[src/core/ise_pkg.sv]
// constants, state encodings and the state record of the i2c serial engine
// assumes a 40 mhz aclk and an axi4-lite master with 18-bit byte addresses
package ise_pkg;

    localparam int ADDR_W = 18;
    // register indices; byte address is four times the index
    localparam logic [15:0] IDX_OSA = 16'hffa6;
    localparam logic [15:0] IDX_CTL0 = 16'hffa8;
    localparam logic [15:0] IDX_CTL1 = 16'hffa9;
    localparam logic [15:0] IDX_DATA = 16'hffaa;
    localparam logic [15:0] IDX_STAT = 16'hffab;
    localparam logic [15:0] IDX_IEN = 16'hffac;
    localparam logic [15:0] IDX_ICLR = 16'hffad;
    localparam logic [15:0] IDX_IST = 16'hffae;

    // control 0 fields
    localparam int C0_EN = 7;
    localparam int C0_REL = 5;
    localparam int C0_SPIE = 4;
    localparam int C0_WTIM = 3;
    localparam int C0_ACK = 2;
    localparam int C0_STT = 1;
    localparam int C0_SPT = 0;
    // control 1 fields
    localparam int C1_WAKE = 0;
    localparam int C1_RSV = 1;
    // interrupt status bits
    localparam int IS_XFER = 0;
    localparam int IS_STOP = 1;
    localparam int IS_WAKE = 2;
    localparam int IS_SFAIL = 3;

    localparam logic [6:0] OSA_RST = 7'h00;
    localparam logic [4:0] EXT_CODE = 5'h1e;
    localparam logic [1:0] RESP_OK = 2'h0;
    localparam logic [1:0] RESP_ERR = 2'h2;

    localparam int CLK_NS = 25;
    localparam int SCL_HALF_NS = 5000;
    localparam int HOLD_NS = 25;
    localparam int SCL_HALF_CYC = (SCL_HALF_NS + CLK_NS - 1) / CLK_NS;
    localparam int HOLD_CYC = (HOLD_NS + CLK_NS - 1) / CLK_NS;

    // gray along idle, setup, start, low, high, stop1, stop2
    typedef enum logic [2:0] {
        M_IDLE = 3'h0,
        M_SETUP = 3'h1,
        M_START = 3'h3,
        M_LOW = 3'h2,
        M_HIGH = 3'h6,
        M_STOP1 = 3'h7,
        M_STOP2 = 3'h5
    } ise_mst_t;

    typedef struct packed {
        logic awv; logic [ADDR_W-1:0] awa; logic wv; logic [7:0] wd; logic ws;
        logic bv; logic [1:0] br; logic rv; logic [7:0] rd; logic [1:0] rr;
        logic [6:0] osa; logic en; logic spie; logic wtim; logic ack_en;
        logic wake_en; logic rsv_dis; logic [3:0] ien; logic [3:0] ist;
        logic [7:0] txb; logic [7:0] rxb;
        logic scl_m; logic scl_s; logic scl_p; logic sda_m; logic sda_s; logic sda_p;
        logic busy; logic master; logic adr; logic first; logic dir_rd; logic tx;
        logic ack_rcv; logic stfail; logic arb_lost; logic ext; logic st_pend;
        logic [3:0] cnt; logic [7:0] rsh; logic [3:0] hold; logic hold_on;
        logic sda_pend; logic sda_l; logic wait_h; ise_mst_t ms; logic [7:0] tcnt;
    } ise_state_t;

endpackage

[src/core/ise_top.sv]
// i2c serial engine: master/slave byte engine, wake on address match, axi4-lite regs
// assumes open-drain wiring outside (oe high pulls low) and pull-ups on both lines
//
// Local design decision: register access over AXI4-Lite.
`timescale 1ns/1ps

module ise_top (
    input wire logic aclk,
    input wire logic aresetn,
    input wire logic ce,
    input wire logic stop_mode,
    input wire logic [ise_pkg::ADDR_W-1:0] s_axi_awaddr,
    input wire logic s_axi_awvalid,
    output logic s_axi_awready,
    input wire logic [31:0] s_axi_wdata,
    input wire logic [3:0] s_axi_wstrb,
    input wire logic s_axi_wvalid,
    output logic s_axi_wready,
    output logic [1:0] s_axi_bresp,
    output logic s_axi_bvalid,
    input wire logic s_axi_bready,
    input wire logic [ise_pkg::ADDR_W-1:0] s_axi_araddr,
    input wire logic s_axi_arvalid,
    output logic s_axi_arready,
    output logic [31:0] s_axi_rdata,
    output logic [1:0] s_axi_rresp,
    output logic s_axi_rvalid,
    input wire logic s_axi_rready,
    input wire logic serial_clock_line_i,
    output logic serial_clock_line_o,
    output logic serial_clock_line_oe,
    input wire logic serial_data_line_i,
    output logic serial_data_line_o,
    output logic serial_data_line_oe,
    output logic bus_irq
);

    ise_pkg::ise_state_t r;
    ise_pkg::ise_state_t n;
    logic fall, rise, sta, sto, half;
    logic do_wr, start_req, stop_req, rel, inv, ntx, mt, ex;
    logic [3:0] k;
    logic [8:0] rdv;

    function automatic logic hit(input logic [ise_pkg::ADDR_W-1:0] a,
                                 input logic [15:0] idx);
        return a == {idx, 2'b00};
    endfunction

    // {known, data}; clear register is write-only and reads zero
    function automatic logic [8:0] rreg(input logic [ise_pkg::ADDR_W-1:0] a,
                                        input ise_pkg::ise_state_t s);
        logic [8:0] v;
        v = 9'h000;
        if (hit(a, ise_pkg::IDX_OSA))
            v = {1'b1, s.osa, 1'b0};
        else if (hit(a, ise_pkg::IDX_CTL0))
            v = {1'b1, s.en, 2'b00, s.spie, s.wtim, s.ack_en, 2'b00};
        else if (hit(a, ise_pkg::IDX_CTL1))
            v = {1'b1, 6'h00, s.rsv_dis, s.wake_en};
        else if (hit(a, ise_pkg::IDX_DATA))
            v = {1'b1, s.rxb};
        else if (hit(a, ise_pkg::IDX_STAT))
            v = {1'b1, s.sda_l, s.ext, s.adr, s.master,
                 s.arb_lost, s.ack_rcv, s.stfail, s.busy};
        else if (hit(a, ise_pkg::IDX_IEN))
            v = {1'b1, 4'h0, s.ien};
        else if (hit(a, ise_pkg::IDX_ICLR))
            v = {1'b1, 8'h00};
        else if (hit(a, ise_pkg::IDX_IST))
            v = {1'b1, 4'h0, s.ist};
        return v;
    endfunction

    // edges seen on the second synchroniser stage only
    assign fall = r.scl_p & ~r.scl_s;
    assign rise = ~r.scl_p & r.scl_s;
    assign sta = r.scl_s & r.scl_p & r.sda_p & ~r.sda_s;
    assign sto = r.scl_s & r.scl_p & ~r.sda_p & r.sda_s;
    assign half = r.tcnt == 8'(ise_pkg::SCL_HALF_CYC - 1);

    always_comb
    begin
        n = r;
        do_wr = r.awv & r.wv & ~r.bv;
        start_req = 1'b0;
        stop_req = 1'b0;
        rel = 1'b0;
        inv = 1'b0;
        ntx = r.tx;
        mt = 1'b0;
        ex = 1'b0;
        k = 4'h0;
        rdv = rreg(s_axi_araddr, r);
        n.scl_m = serial_clock_line_i;
        n.scl_s = r.scl_m;
        n.scl_p = r.scl_s;
        n.sda_m = serial_data_line_i;
        n.sda_s = r.sda_m;
        n.sda_p = r.sda_s;

        // axi write: address and data held independently, applied together
        if (s_axi_awvalid && !r.awv)
        begin
            n.awv = 1'b1;
            n.awa = s_axi_awaddr;
        end
        if (s_axi_wvalid && !r.wv)
        begin
            n.wv = 1'b1;
            n.wd = s_axi_wdata[7:0];
            n.ws = s_axi_wstrb[0];
        end
        if (r.bv && s_axi_bready)
            n.bv = 1'b0;
        if (do_wr)
        begin
            n.awv = 1'b0;
            n.wv = 1'b0;
            n.bv = 1'b1;
            n.br = rreg(r.awa, r) != 9'h000 ? ise_pkg::RESP_OK : ise_pkg::RESP_ERR;
            if (r.ws)
            begin
                if (hit(r.awa, ise_pkg::IDX_OSA))
                    n.osa = r.wd[7:1];
                if (hit(r.awa, ise_pkg::IDX_CTL0))
                begin
                    n.en = r.wd[ise_pkg::C0_EN];
                    n.spie = r.wd[ise_pkg::C0_SPIE];
                    n.wtim = r.wd[ise_pkg::C0_WTIM];
                    n.ack_en = r.wd[ise_pkg::C0_ACK];
                    rel = r.wd[ise_pkg::C0_REL];
                    start_req = r.wd[ise_pkg::C0_STT] & r.wd[ise_pkg::C0_EN];
                    stop_req = r.wd[ise_pkg::C0_SPT] & r.wd[ise_pkg::C0_EN];
                end
                if (hit(r.awa, ise_pkg::IDX_CTL1))
                begin
                    n.wake_en = r.wd[ise_pkg::C1_WAKE];
                    n.rsv_dis = r.wd[ise_pkg::C1_RSV];
                end
                if (hit(r.awa, ise_pkg::IDX_DATA))
                begin
                    n.txb = r.wd;
                    rel = 1'b1;
                end
                if (hit(r.awa, ise_pkg::IDX_IEN))
                    n.ien = r.wd[3:0];
                if (hit(r.awa, ise_pkg::IDX_ICLR))
                    n.ist = r.ist & ~r.wd[3:0];
            end
        end

        // axi read
        if (r.rv && s_axi_rready)
            n.rv = 1'b0;
        if (s_axi_arvalid && !r.rv)
        begin
            n.rv = 1'b1;
            n.rd = rdv[7:0];
            n.rr = rdv[8] ? ise_pkg::RESP_OK : ise_pkg::RESP_ERR;
        end

        if (rel || stop_req)
            n.wait_h = 1'b0;
        if (start_req)
        begin
            n.stfail = 1'b0;
            n.arb_lost = 1'b0;
        end

        // hold correction: pending level lands after the hold delay
        if (r.hold_on)
        begin
            if (r.hold == 4'h0)
            begin
                n.sda_l = r.sda_pend;
                n.hold_on = 1'b0;
            end
            else
                n.hold = r.hold - 4'h1;
        end

        if (r.en)
        begin
            if (sta)
            begin
                n.busy = 1'b1;
                n.cnt = 4'h0;
                n.first = 1'b1;
                n.adr = 1'b0;
                n.ext = 1'b0;
                n.tx = r.master;
            end
            if (sto)
            begin
                n.busy = 1'b0;
                n.cnt = 4'h0;
                n.adr = 1'b0;
                n.wait_h = 1'b0;
                if (r.spie)
                    n.ist[ise_pkg::IS_STOP] = 1'b1;
            end
            if (rise && !sta && !sto)
            begin
                if (r.cnt < 4'h8)
                begin
                    n.rsh = {r.rsh[6:0], r.sda_s};
                    // released a one but read a zero: another master won
                    if (r.master && r.tx && r.sda_l && !r.sda_s)
                    begin
                        n.master = 1'b0;
                        n.arb_lost = 1'b1;
                        n.ms = ise_pkg::M_IDLE;
                    end
                end
                if (r.cnt == 4'h8)
                    n.ack_rcv = ~r.sda_s;
                n.cnt = r.cnt + 4'h1;
            end
            if (fall)
            begin
                inv = r.master | r.adr;
                if (r.cnt == 4'h8)
                begin
                    n.rxb = r.rsh;
                    if (r.first && !r.master)
                    begin
                        mt = r.rsh[7:1] == r.osa;
                        ex = r.rsh[7:3] == ise_pkg::EXT_CODE;
                        n.adr = mt;
                        n.ext = ex;
                        n.dir_rd = r.rsh[0];
                        inv = mt;
                        if (stop_mode && r.wake_en && (mt || ex))
                            n.ist[ise_pkg::IS_WAKE] = 1'b1;
                    end
                    else if (r.first)
                        n.dir_rd = r.txb[0];
                end
                if (r.cnt == 4'h9)
                begin
                    n.cnt = 4'h0;
                    n.first = 1'b0;
                    if (r.first)
                        ntx = r.master ? ~r.dir_rd : r.dir_rd;
                    n.tx = ntx;
                end
                k = r.cnt == 4'h9 ? 4'h0 : r.cnt;
                n.hold_on = 1'b1;
                n.hold = 4'(ise_pkg::HOLD_CYC - 1);
                if (k < 4'h8)
                    n.sda_pend = !(ntx && inv) || r.txb[3'd7 - k[2:0]];
                else
                    n.sda_pend = !(!ntx && inv && r.ack_en);
                if (inv && ((r.cnt == 4'h8 && !r.wtim) || (r.cnt == 4'h9 && r.wtim)))
                begin
                    n.wait_h = 1'b1;
                    n.ist[ise_pkg::IS_XFER] = 1'b1;
                end
            end

            if (start_req)
            begin
                if (!r.master && r.busy && r.rsv_dis)
                begin
                    n.stfail = 1'b1;
                    n.ist[ise_pkg::IS_SFAIL] = 1'b1;
                end
                else if (!r.master && r.busy)
                    n.st_pend = 1'b1;
                else
                begin
                    n.master = 1'b1;
                    n.ms = ise_pkg::M_SETUP;
                    n.tcnt = 8'h00;
                    n.wait_h = 1'b0;
                end
            end
            // reserved start fires once the bus is released
            if (r.st_pend && !r.busy && r.ms == ise_pkg::M_IDLE)
            begin
                n.st_pend = 1'b0;
                n.master = 1'b1;
                n.ms = ise_pkg::M_SETUP;
                n.tcnt = 8'h00;
            end

            case (r.ms)
                ise_pkg::M_IDLE:
                    n.tcnt = 8'h00;
                ise_pkg::M_SETUP:
                begin
                    n.sda_l = 1'b1;
                    n.hold_on = 1'b0;
                    if (r.scl_s)
                        n.tcnt = r.tcnt + 8'h01;
                    if (half)
                    begin
                        n.ms = ise_pkg::M_START;
                        n.tcnt = 8'h00;
                    end
                end
                ise_pkg::M_START:
                begin
                    n.sda_l = 1'b0;
                    n.tcnt = r.tcnt + 8'h01;
                    if (half)
                    begin
                        n.ms = ise_pkg::M_LOW;
                        n.tcnt = 8'h00;
                    end
                end
                ise_pkg::M_LOW:
                begin
                    if (!half)
                        n.tcnt = r.tcnt + 8'h01;
                    if (stop_req)
                    begin
                        n.ms = ise_pkg::M_STOP1;
                        n.tcnt = 8'h00;
                    end
                    else if (half && !r.wait_h)
                    begin
                        n.ms = ise_pkg::M_HIGH;
                        n.tcnt = 8'h00;
                    end
                end
                ise_pkg::M_HIGH:
                begin
                    // slave stretching holds the line low; count only once high
                    if (r.scl_s)
                        n.tcnt = r.tcnt + 8'h01;
                    if (half)
                    begin
                        n.ms = ise_pkg::M_LOW;
                        n.tcnt = 8'h00;
                    end
                end
                ise_pkg::M_STOP1:
                begin
                    n.sda_l = 1'b0;
                    n.hold_on = 1'b0;
                    n.tcnt = r.tcnt + 8'h01;
                    if (half)
                    begin
                        n.ms = ise_pkg::M_STOP2;
                        n.tcnt = 8'h00;
                    end
                end
                ise_pkg::M_STOP2:
                begin
                    if (r.scl_s)
                        n.tcnt = r.tcnt + 8'h01;
                    if (half)
                    begin
                        n.sda_l = 1'b1;
                        n.master = 1'b0;
                        n.ms = ise_pkg::M_IDLE;
                    end
                end
                default:
                    n.ms = ise_pkg::M_IDLE;
            endcase
        end
        else
        begin
            n.ms = ise_pkg::M_IDLE;
            n.master = 1'b0;
            n.sda_l = 1'b1;
            n.hold_on = 1'b0;
            n.wait_h = 1'b0;
            n.st_pend = 1'b0;
            n.busy = 1'b0;
        end
    end

    always_ff @(posedge aclk)
    begin
        if (!aresetn)
            r <= '{osa: ise_pkg::OSA_RST, scl_m: 1'b1, scl_s: 1'b1, scl_p: 1'b1,
                   sda_m: 1'b1, sda_s: 1'b1, sda_p: 1'b1, sda_l: 1'b1,
                   ms: ise_pkg::M_IDLE, default: '0};
        else if (ce)
            r <= n;
    end

    assign s_axi_awready = ~r.awv;
    assign s_axi_wready = ~r.wv;
    assign s_axi_bvalid = r.bv;
    assign s_axi_bresp = r.br;
    assign s_axi_arready = ~r.rv;
    assign s_axi_rvalid = r.rv;
    assign s_axi_rdata = {24'h000000, r.rd};
    assign s_axi_rresp = r.rr;
    // open drain: output value fixed low, enable pulls the line
    assign serial_clock_line_o = 1'b0;
    assign serial_data_line_o = 1'b0;
    assign serial_clock_line_oe = (r.ms == ise_pkg::M_LOW) || (r.ms == ise_pkg::M_STOP1)
                                  || r.wait_h;
    assign serial_data_line_oe = ~r.sda_l;
    assign bus_irq = |(r.ist & r.ien);

    a_wake_cause: assert property (@(posedge aclk) disable iff (!aresetn)
        $rose(r.ist[ise_pkg::IS_WAKE]) |-> $past(stop_mode) && $past(r.wake_en))
        else $error("wake flag set outside stop mode");
    a_wake_match: assert property (@(posedge aclk) disable iff (!aresetn)
        (ce && r.en && fall && r.cnt == 4'h8 && r.first && !r.master && stop_mode
         && r.wake_en && r.rsh[7:1] == r.osa) |=> r.ist[ise_pkg::IS_WAKE])
        else $error("own address match missed wake flag");
    a_osa_lsb: assert property (@(posedge aclk) disable iff (!aresetn)
        (s_axi_arvalid && s_axi_arready && hit(s_axi_araddr, ise_pkg::IDX_OSA) && ce)
        |=> s_axi_rvalid && s_axi_rdata[0] == 1'b0 && s_axi_rdata[7:1] == $past(r.osa))
        else $error("own address readback wrong");
    a_xfer_point: assert property (@(posedge aclk) disable iff (!aresetn)
        $rose(r.ist[ise_pkg::IS_XFER]) |-> $past(fall)
        && $past(r.cnt) == ($past(r.wtim) ? 4'h9 : 4'h8))
        else $error("transfer flag at wrong clock");
    a_stop_irq: assert property (@(posedge aclk) disable iff (!aresetn)
        (ce && r.en && sto && r.spie) |=> r.ist[ise_pkg::IS_STOP] && !r.busy)
        else $error("stop detect did not flag");
    a_scl_master: assert property (@(posedge aclk) disable iff (!aresetn)
        (serial_clock_line_oe && !r.wait_h) |-> r.master)
        else $error("clock driven while not master");
    a_cnt_step: assert property (@(posedge aclk) disable iff (!aresetn)
        (ce && r.en && rise && !sta && !sto) |=> r.cnt == $past(r.cnt) + 4'h1)
        else $error("clock counter did not step");
    a_start_fail: assert property (@(posedge aclk) disable iff (!aresetn)
        (ce && r.en && start_req && !r.master && r.busy && r.rsv_dis)
        |=> r.stfail && r.ms == ise_pkg::M_IDLE && !r.master)
        else $error("start on busy bus not refused");
    a_start_seq: assert property (@(posedge aclk) disable iff (!aresetn)
        (ce && r.en && r.ms == ise_pkg::M_START && half) |=> r.ms == ise_pkg::M_LOW && !r.sda_l)
        else $error("start condition not completed");
    a_stop_seq: assert property (@(posedge aclk) disable iff (!aresetn)
        (ce && r.en && r.ms == ise_pkg::M_STOP2 && half) |=> r.sda_l && r.ms == ise_pkg::M_IDLE)
        else $error("stop condition not completed");
    a_hold_first: assert property (@(posedge aclk) disable iff (!aresetn)
        (ce && r.en && fall && !r.hold_on && r.ms != ise_pkg::M_SETUP && r.ms != ise_pkg::M_START
         && r.ms != ise_pkg::M_STOP1 && r.ms != ise_pkg::M_STOP2 && !start_req && !stop_req)
        |=> r.sda_l == $past(r.sda_l))
        else $error("data moved without hold delay");

endmodule

[config.mk]
export PLATFORM = sky130hd
export DESIGN_NAME = ise_top
export DESIGN_NICKNAME = d
export VERILOG_FILES = /design/src/core/ise_pkg.sv /design/src/core/ise_top.sv
export SDC_FILE = /design/constraint.sdc
export NUM_CORES = 1
export LEC_CHECK = 0
export CAP_MARGIN = 20
export CORE_MARGIN = 8
export CORE_UTILIZATION = 64
export DETAILED_ROUTE_END_ITERATION = 7
export DONT_BUFFER_PORTS = 1
export GPL_TIMING_DRIVEN = 0
export PLACE_DENSITY_LB_ADDON = 0.12
export SLEW_MARGIN = 5
export SYNTH_ARGS = -nofsm -noshare
export SYNTH_HDL_FRONTEND = slang
export SYNTH_SLANG_ARGS = --single-unit
[constraint.sdc]
create_clock -name aclk -period 2.9 [get_ports aclk]
set_input_delay 0.145 -clock aclk [delete_from_list [all_inputs] [get_ports aclk]]
set_output_delay 0.145 -clock aclk [all_outputs]
set_load 0.01 [all_outputs]
* Word-level counts from Yosys, hierarchy flattened
Cells that the tools add are included.
Cells by class: add/sub/neg operators 4, $mul 0, div/mod/pow operators 0, $lt $le $gt $ge 3, equal/unequal tests 31, shift-type cells 0, mux-type cells 147, bitwise logic cells 25, reduce and logical (&&, ||, !) cells 75
Operator list (number):
- 18-bit == test (second input constant) | 16
- 9-bit 2-to-1 mux | 17
- 11-bit 2-to-1 mux | 8
- 1-bit 2-to-1 mux | 81
- 12-bit 2-to-1 mux | 6
- 8-bit case mux with 7 select lines | 1
- 4-bit 2-to-1 mux | 10
- 4-bit AND reduction | 9
- 8-bit 2-to-1 mux | 4
- 1-bit logical AND | 24
- 3-bit 2-to-1 mux | 7
- 3-bit case mux with 7 select lines | 1
- 2-bit AND reduction | 10
- 19-bit 2-to-1 mux | 1
- 1-bit zero test | 13
- 1-bit AND | 11
- 10-bit 2-to-1 mux | 1
- 2-bit 2-to-1 mux | 5
- 5-bit 2-to-1 mux | 2
- 1-bit NOT | 10
- 2-bit nonzero test | 5
- 3-bit == test (second input constant) | 3
- 3-bit by 1-bit != test with 1-bit output (second input constant) | 3
- 9-bit nonzero test | 1
- other kinds (26) | 36
Word-level totals: bits in registers 128, bits in latches 0, memory bits (writable) 0, memory bits (read-only) 0, input port bits 83, output and inout port bits 46, logic and storage cells 332, memories kept 0

* Longest topological paths before layout
Gate-level depths: netlist of the first run.
word-level depth 21, mapped depth 9, gate-level depth less buffers 8

* Least setup slack after synthesis of the first run
Ideal clock, no wire load.
path kind flip-flop to flip-flop, start point register r[27] (netlist bit), end point register r[39] (netlist bit), setup time 65 ps, data arrival time 2192 ps, path slack 642 ps, stages on the path, launching flop included 10, path buffers 1, clock period less this slack 2258 ps, cell sequence dfxtp_1 clkbuf_1 inv_1 ha_1 nand3b_1 nor2_1 nand2_1 nor2_1 mux2_2 nor2_1
Between the ends: word-level cells in the longest chain between the ends 3
RTL lines:
- start: declaration | line ise_top.sv:38 | ise_pkg::ise_state_t r;
- start signal: assignment | line ise_top.sv:380 | r <= '{osa: ise_pkg::OSA_RST, scl_m: 1'b1, scl_s: 1'b1, scl_p: 1'b1,
- start signal: assignment | line ise_top.sv:384 | r <= n;
- 4-bit == test | line ise_top.sv:223 | if (r.cnt == 4'h8)
- 1-bit 2-to-1 mux | line ise_top.sv:223
- 4-bit 2-to-1 mux | line ise_top.sv:220 | if (fall)
No other way between the ends. A chain may end at the register's enable or synchronous reset.

* Final worst setup path of the first run
start point register r[77] (netlist bit), end point register r[6] (netlist bit)
Between the ends: word-level cells in the longest chain between the ends 1
RTL lines:
- 2-bit AND reduction (no source line)
No other way between the ends.

==> results of run 1 <==
[area by class of cell]
type	count	area [sq um]	area share, %
Tap cell	136	170	2.20
Inverter	19	71.3	0.921
Timing Repair Buffer	33	330	4.26
Clock buffer	17	414	5.35
Clock inverter	15	174	2.25
Buffer	81	455	5.88
Multi-Input combinational cell	618	3610	46.6
Sequential cell	126	2520	32.6
[power by group]
group / total (uW) / internal (uW) / switching (uW)
logic: 287 / 118 / 169
clock network: 2130 / 1250 / 876
registers: 1800 / 1760 / 37.4
[worst max-delay path, stage by stage (launching register included)]
cell	delay, ns
dfxtp_1	0.30
clkbuf_1	0.42
and2_1	0.30
clkbuf_1	0.45
nand2_1	0.15
a21oi_1	0.38
nor2b_1	0.37
a221o_1	0.20
[cells by family after synthesis]
logic type                 after synthesis
and+or+nand+nor                        341
AOI/OAI and AO/OA                      172
DFF                                    126
buffers and inverters                  100
muxes                                   57
xor gates and xnor gates                15
adders and majority gates                5
other                                    1
[routing by layer]
layer | vias to the layer above | GRT usage, % | wire, microns
li1 | 2999 | - | -
met1 | 3066 | 39.3 | 8270
met2 | 401 | 49.5 | 9440
met3 | 91 | 6.93 | 2420
met4 | 0 | 17.4 | 990
met5 | - | 0 | 0
[stage by stage]
step                power (uW)  std cells  utilization [%]  setup slack, ns
floorplan                 2010        844                -            0.642
global placement          2060        980             67.3            0.119
detailed placement        2070        980             67.3            0.146
CTS                       4200       1045             76.4           0.0938
global route              4310       1045             76.4            0.113
finish                    4220       1045             76.4            0.247
[sequential cells by signal, indices dropped and copies added, names as in the netlist, named ones only]
register / cells
r: 109
s_axi_rvalid: 1
s_axi_bvalid: 1
s_axi_bresp: 1
s_axi_rdata: 8
n: 4
s_axi_rresp: 1
[worst min-delay path by stage]
| stage | from | end | slack, ns | cells after the start |
|---|---|---|---|---|
| 3_3_place_gp | serial_clock_line_i | n[46] | 0.28 | 2 |
| 6_report | s_axi_araddr[2] | s_axi_rresp[1] | 0.04 | 4 |
| 2_1_floorplan | serial_data_line_i | n[43] | 0.27 | 2 |
| 5_1_grt | s_axi_araddr[2] | s_axi_rresp[1] | 0.06 | 4 |
| 4_1_cts | s_axi_araddr[2] | s_axi_rresp[1] | 0.03 | 4 |
| 3_5_place_dp | serial_data_line_i | n[43] | 0.28 | 2 |
[layout by cell type, fill, tap and decap left out, types with 8 or more instances in the layout]
| cell | n |
|---|---|
| conb_1 | 28 |
| mux2i_1 | 55 |
| nor2b_1 | 9 |
| o21ai_0 | 35 |
| nand2_1 | 113 |
| nand3_1 | 24 |
| dfxtp_1 | 126 |
| nor3_1 | 14 |
| clkbuf_1 | 35 |
| a21oi_1 | 71 |
| xor2_1 | 9 |
| a22oi_1 | 9 |
| nand4_1 | 14 |
| dlygate4sd3_1 | 33 |
| clkbuf_16 | 16 |
| inv_1 | 18 |
| buf_4 | 38 |
| nand2b_1 | 8 |
| nor2_1 | 99 |
[what timing repair did]
action	4_1_cts	5_1_grt
endpoints found under the setup margin	0	2
hold buffers	33	0
resized for setup	0	1
endpoints found under the hold margin	34	0
==> run_results.csv, run 1 <==
group,metric,value,unit
setup_path,regToRegStartpoint,"r[77]",
synthesis,synth_cells,817,
route,postRouteAntennaNets,0,
final_layout,drive_above_1_share,9.02,%
floorplanning,die_area,0.0137,sq mm
synthesis,yosys.area.top_type,"dfxtp_1",
clock_tree,root_buffer,"clkbuf_8",
clock_tree,cts_buffers,17,
synthesis,ys_types,70,
setup_path,critPathCapture,"r[6]",
setup_path,arrival,3.12,ns
synthesis,synth.area.mux_share,8.74,%
place,dp_hpwl,14.7,mm
sta,timing.fmax,377,MHz
synthesis,yosysSeqAreaShare,38.5,%
synthesis,yosys.area_share.simple,25.4,%
final_layout,syn_to_final_growth,18.2,%
place,place_congestion,0.972,
synthesis,synthAdderAreaFrac,0.955,%
clock_tree,clk_latency,0.54,ns
sta,rsz0062_at_grt,"false",
global_routing,grt_start_max_net_pins,17,
setup_path,crit_start,"r[77]",
worst_hold_path,worstHoldPathType,"input pin to flop",
clock_tree,cts_htree_levels,4,
setup_path,timing.rr.end,"r[6]",
route,vias_per_cell,6.27,
final_layout,fillers,733,
global_routing,grt_pass1_wl,32.7,mm
synthesis,yosys.area.top_type_share,38.5,%
route,num_vias,6557,
sta,skew,0.0131,ns
floorplanning,ios,129,
synthesis,synth_seq_cells,126,
clock_tree,clk_pin_slew,0.06,ns
synthesis,yosys_warnings,0,
synthesis,synth_edf_count,0,
sta,timing.final.hold_violations,0,
synthesis,synthXorXnorAreaFrac,2.00,%
setup_path,end_kind,"flop",
synthesis,ys.flop_type,"dfxtp_1",
synthesis,async_flop_share,0,%
sta,setup_viol,0,
synthesis,synth_common_cells,"126 x dfxtp_1, 113 x nand2_1, 100 x nor2_1",
clock_tree,post-cts-setup-buffers,0,
route,first_iter_violations,661,
clock_tree,clk_path_buf_depth,2,
job,maxCapViolations,0,
place,io_buffers,0,
setup_path,required,3.37,ns
route,drcViolationCount,0,
route,firstDrtPassIters,7,
power_and_ir_drop,ir_drop,0.425,mV
sta,worst_slew_pin_slew,0.895,ns
sta,holdWs,0.0358,ns
setup_path,start_kind,"flop",
sta,min_period_over_period,91.5,%
synthesis,netlist_area,0.00655,sq mm
synthesis,synth_top_family_by_area,"simple AND/OR/NAND/NOR gates",
synthesis,synth.most_common_cell,"dfxtp_1",
setup_path,path_class,"flop to flop",
synthesis,synthTopCellsByArea,"dfxtp_1 38%, mux2i_1 8.4%, nand2_1 6.5%, nor2_1 5.7%, a21oi_1 5.4%",
global_routing,grt_pass1_vias,6239,
setup_path,worst-path-max-fanout,10,
route,routedWlPerCell,20.2,microns
clock_tree,tritoncts,"built",
status,outcome,"complete, no violations",
sta,relSlewSlack,39.8,%
sta,slew_violations,0,
setup_path,reg2reg_slack,0.25,ns
global_routing,grtUsageTotal,31.5,%
floorplanning,start_util,64.6,%
floorplanning,rows,37,
synthesis,synth_compound_area_share,16.3,%
final_layout,antenna_cells,0,
sta,period_minus_slack,2.65,ns
sta,tns,0,ns
global_routing,grt_overflow,0,
global_routing,grt_antenna_before_repair,0,
power_and_ir_drop,leakage,0.00293,uW
floorplanning,die_h,117,microns
floorplanning,core,0.0101,sq mm
synthesis,avgSynthCellArea,8.02,sq um
power_and_ir_drop,p_per_area,544,mW/mm^2
route,wl,21.1,mm
setup_path,reg2reg_depth,7,
final_layout,fin_area,0.00775,sq mm
floorplanning,die_w,117,microns
place,dpl_cell_area,0.00683,sq mm
clock_tree,cts_sinks,126,
final_layout,nNetsFinal,984,
No activity file was read; power rests on OpenSTA's default activity.
==> inputs of run 2 (changes only) <==
CORE_MARGIN = 2   (was 8)
==> run 2 against run 1 <==
Effect of this change:
- power fell by 4.0%
- register-to-register slack worse by 0.10 ns
- wire length up 0.65%
- fmax fell by 3.8%
- sequential cell count is the same
- cell count down 0.48%
- first-iteration DRC count grew 15%
- largest cell class unchanged
==> run_results.csv, run 2 (synthesized netlist as in run 1, its figures left out) <==
group,metric,value,unit
job,maxCapViolations,0,
final_layout,multi_input_area,0.00361,sq mm
final_layout,syn_to_final_growth,17.4,%
route,vias_per_cell,6.37,
setup_path,reg2reg_depth,7,
place,place_congestion,0.904,
sta,setup_viol,0,
setup_path,required,3.37,ns
route,routedWlPerCell,20.4,microns
route,postRouteAntennaNets,0,
clock_tree,clk_path_buf_depth,2,
sta,rsz0062_at_grt,"false",
clock_tree,post-cts-setup-buffers,0,
setup_path,path_class,"flop to flop",
final_layout,drive_above_1_share,8.82,%
final_layout,nNetsFinal,984,
worst_hold_path,min_path_cells,2,
clock_tree,root_buffer,"clkbuf_8",
global_routing,grt_overflow,0,
route,first_iter_violations,762,
final_layout,fillers,655,
setup_path,regToRegStartpoint,"r[77]",
sta,worst_slew_pin_slew,0.832,ns
floorplanning,die_w,105,microns
clock_tree,cts_sinks,126,
floorplanning,start_util,66.4,%
final_layout,layout_commonest_cell,"dfxtp_1",
sta,min_period_over_period,95.1,%
clock_tree,tritoncts,"built",
worst_hold_path,hold_path_startpoint,"s_axi_arvalid",
global_routing,grtUsageTotal,38.8,%
floorplanning,die_area,0.0111,sq mm
clock_tree,cts_htree_levels,4,
worst_hold_path,hold_path_end,"s_axi_rvalid",
route,wl,21.3,mm
final_layout,finish.utilization,78.0,%
setup_path,arrival,3.23,ns
route,firstDrtPassIters,6,
clock_tree,clk_pin_slew,0.06,ns
floorplanning,rows,36,
place,dp_hpwl,14.2,mm
global_routing,grt_pass1_wl,33.6,mm
clock_tree,clk_latency,0.54,ns
setup_path,end_kind,"flop",
floorplanning,ios,129,
sta,period_minus_slack,2.76,ns
route,drcViolationCount,0,
route,num_vias,6625,
place,dpl.cell_count,977,
global_routing,grt_pass1_vias,6473,
sta,slew_violations,0,
final_layout,final_cell_mix,"126 x dfxtp_1, 113 x nand2_1, 99 x nor2_1",
floorplanning,die_h,105,microns
status,outcome,"complete, no violations",
final_layout,seq_area,0.00252,sq mm
sta,timing.final.hold_violations,0,
worst_hold_path,worstHoldPathType,"input pin to flop",
final_layout,largest_register,"r",
power_and_ir_drop,p_per_area,526,mW/mm^2
setup_path,worst-path-max-fanout,10,
sta,relSlewSlack,44.5,%
setup_path,timing.rr.end,"r[6]",
sta,timing.fmax,363,MHz
global_routing,grt_antenna_before_repair,0,
clock_tree,cts_buffers,17,
setup_path,start_kind,"flop",
final_layout,antenna_cells,0,
final_layout,final_cells,1040,
sta,skew,0.00883,ns
final_layout,largest_reg_flops,109,
place,io_buffers,0,
global_routing,grt_start_max_net_pins,17,
sta,tns,0,ns
power_and_ir_drop,ir_drop,0.613,mV
floorplanning,core,0.00986,sq mm
power_and_ir_drop,leakage,0.00290,uW
setup_path,reg2reg_slack,0.14,ns
==> run 2: changes by cell type in the layout (fill, tap and decap cells not counted), sizes merged <==
cell,previous run,this run
clkinv,6,8
clkbuf,52,54
clkinvlp,0,3
bufinv,2,1
inv,26,18
==> run 2: layout make-up <==
type                       count  area share, %
clock buffer                  19           5.74
inverter                      19          0.927
timing repair buffer          33           4.29
clock inverter                11           1.24
buffer                        81           5.92
tap                          133           2.16
multi-input combinational    618           46.9
sequential                   126           32.8
==> run 2: per-layer routing <==
layer  part of all wire (%)  global-route usage [%]
met5                      0                       0
met1                     38                    44.8
met4                    3.9                    19.3
met2                     50                    66.0
met3                    8.6                    10.3
==> run 2: how the worst max path moves through the flow <==
stage	from	endpoint	slack, ns	depth (start not counted)
after global routing	r[27]	r[39]	0.06	9
after detailed placement	r[77]	r[39]	0.02	7
after global placement	r[77]	r[39]	0.06	7
after floorplan	r[27]	r[39]	0.64	9
final	r[77]	r[6]	0.14	7
after CTS	r[77]	r[39]	0.25	7
==> run 2: what timing repair did <==
action                     in CTS  in global routing
gates resized for setup         1                  0
hold endpoints to repair       34                  0
hold buffers                   33                  0
setup endpoints to repair       1                  0
==> run 2: critical path, stage by stage, from the launching register on <==
cell and delay [ns]:
dfxtp_1 0.30, clkbuf_1 0.42, and2_1 0.31, clkbuf_1 0.48
nand2_1 0.15, a21oi_1 0.45, nor2b_1 0.37, a221o_1 0.22
==> run 2: power by group <==
part,switching [uW],internal (uW)
Sequential,35.7,1760
Combinational,167,118
Clock,800,1160
Total,1000,3050
==> run 2: stage by stage <==
step | hold slack, ns | area [sq um] | setup WS (ns) | total power, uW
detailed placement | 0.288 | 6820 | 0.0180 | 2070
CTS | 0.0473 | 7690 | 0.251 | 4010
floorplan | 0.273 | 6660 | 0.642 | 2010
finish | 0.0631 | 7690 | 0.143 | 4050
global placement | 0.280 | 6820 | 0.0591 | 2060
global route | 0.0712 | 7690 | 0.0642 | 4150
==> inputs of run 3 (changes only) <==
CORE_ASPECT_RATIO = 0.9   (was not set)
==> run 3 against run 2 <==
Effect of this change:
- sequential power hardly changed
- fmax is 2.6% higher
- cell count is 0.29% lower
- clock-buffer cell count is 2 lower
- first-iteration DRC count is 18% lower
- power is 6.9% higher
- core utilization is 1.2 points lower
- clock skew hardly changed
- via count is 3.3% lower
- register-to-register slack better by 0.07 ns
- clock power is 15% higher
- hold slack worse by 0.0079 ns
==> run_results.csv, run 3 (synthesized netlist as in run 1, its figures left out) <==
group,metric,value,unit
worst_hold_path,hold_path_startpoint,"s_axi_araddr[5]",
place,place_congestion,0.956,
clock_tree,cts_buffers,17,
sta,timing.final.hold_violations,0,
final_layout,drive_above_1_share,9.03,%
sta,tns,0,ns
clock_tree,cts_sinks,126,
place,dpl_cell_area,0.00682,sq mm
setup_path,path_class,"flop to flop",
place,io_buffers,0,
floorplanning,ios,129,
final_layout,nNetsFinal,983,
setup_path,timing.rr.end,"r[39]",
final_layout,final_cell_mix,"126 x dfxtp_1, 113 x nand2_1, 99 x nor2_1",
sta,skew,0.00841,ns
power_and_ir_drop,clkPwrFrac,52.0,%
route,wl,19.4,mm
job,maxCapViolations,0,
power_and_ir_drop,switchingPower,1060,uW
floorplanning,die_area,0.0111,sq mm
route,routedWlPerCell,18.7,microns
power_and_ir_drop,leakage,0.00294,uW
sta,setup_viol,0,
power_and_ir_drop,fin_total_pwr,4330,uW
power_and_ir_drop,power.share.sequential,41.5,%
sta,rsz0062_at_grt,"false",
clock_tree,cts_htree_levels,4,
place,dpl.cell_count,973,
route,firstDrtPassIters,7,
floorplanning,start_util,64.8,%
place,dp_hpwl,13.5,mm
worst_hold_path,min_path_cells,3,
setup_path,reg2reg_depth,7,
clock_tree,clk_path_buf_depth,2,
sta,min_period_over_period,92.6,%
setup_path,start_kind,"flop",
setup_path,regToRegStartpoint,"r[77]",
clock_tree,post-cts-setup-buffers,0,
route,first_iter_violations,622,
power_and_ir_drop,power.share.combinational,6.5,%
final_layout,antenna_cells,0,
final_layout,largest_register,"r",
global_routing,grt_pass1_wl,31.1,mm
clock_tree,clk_latency,0.42,ns
floorplanning,rows,35,
route,num_vias,6408,
power_and_ir_drop,p_per_area,557,mW/mm^2
global_routing,grt_start_max_net_pins,17,
setup_path,required,3.24,ns
clock_tree,root_buffer,"clkbuf_16",
floorplanning,core,0.0101,sq mm
final_layout,largest_reg_flops,109,
sta,worst_slew_pin_slew,0.809,ns
setup_path,reg2reg_slack,0.21,ns
sta,relSlewSlack,46.1,%
setup_path,arrival,3.03,ns
clock_tree,clk_pin_slew,0.06,ns
power_and_ir_drop,p_int,3260,uW
floorplanning,die_h,100,microns
setup_path,end_kind,"flop",
power_and_ir_drop,ir_drop,0.873,mV
final_layout,fin_area,0.00776,sq mm
setup_path,worst-path-max-fanout,10,
sta,timing.fmax,372,MHz
route,vias_per_cell,6.18,
global_routing,grt_overflow,0,
clock_tree,tritoncts,"built",
floorplanning,die_w,111,microns
route,postRouteAntennaNets,0,
final_layout,final_cells,1037,
final_layout,layout_commonest_cell,"dfxtp_1",
sta,holdWs,0.0552,ns
sta,period_minus_slack,2.69,ns
worst_hold_path,hold_path_end,"s_axi_rresp[1]",
status,outcome,"complete, no violations",
final_layout,syn_to_final_growth,18.5,%
worst_hold_path,worstHoldPathType,"input pin to flop",
power_and_ir_drop,swShare,24.6,%
global_routing,grt_antenna_before_repair,0,
route,drcViolationCount,0,
sta,slew_violations,0,
global_routing,grtUsageTotal,35.3,%
global_routing,grt_pass1_vias,6299,
-- run 3: cell count changes in the layout (fill, tap and decap cells not counted), sizes merged --
cell and delta:
inv +8, clkbuf -2, clkinv -3, clkinvlp -3, bufinv +2, dlygate4sd3 -1
-- run 3: worst max path at each step --
| stage | start | endpoint | slack (ns) | cells after the start |
|---|---|---|---|---|
| CTS | r[77] | r[39] | 0.009 | 7 |
| global route | r[77] | r[39] | 0.03 | 7 |
| floorplan | r[27] | r[39] | 0.64 | 9 |
| finish | r[77] | r[39] | 0.21 | 7 |
| detailed placement | r[77] | r[39] | 0.05 | 7 |
| global placement | r[77] | r[39] | 0.12 | 7 |
-- run 3: metrics by stage --
stage	worst slack, ns	util [%]
global route	0.0275	76.8
detailed placement	0.0477	67.4
CTS	0.00861	76.7
finish	0.214	76.8
global placement	0.121	67.4
floorplan	0.642	-
-- run 3: layout make-up --
cell class	count	area (sq um)
fillers	757	2350
inverters	19	71.3
clock buffers	17	425
flip-flops and latches	126	2520
clock inverters	15	200
plain buffers	81	455
multi-input cells	618	3610
well taps	129	161
repair buffers	32	320
-- run 3: metal layers --
layer | track usage, % | part of all wire [%]
met3 | 9.54 | 10
met2 | 60.0 | 47
met1 | 42.5 | 40
met5 | 0 | 0
met4 | 15.2 | 2.8
-- run 3: critical path: stages (launching register included) --
cell,delay [ns]
dfxtp_1,0.30
clkbuf_1,0.44
nand4b_1,0.47
nor2_2,0.57
nand2_1,0.19
nor2_1,0.20
mux2_2,0.35
nor2_1,0.08
-- run 3: repair_timing --
item	4_1_cts	5_1_grt
gates resized for setup	0	1
endpoints found under the hold margin	32	0
endpoints found under the setup margin	0	3
hold buffers	32	0
-- run 3: power by group through the flow --
stage	registers, uW	logic, uW	clock network, uW
2_1_floorplan	1820	187	0
3_3_place_gp	1830	226	0
3_5_place_dp	1830	233	0
4_1_cts	1800	269	2250
5_1_grt	1800	302	2340
6_report	1800	280	2250
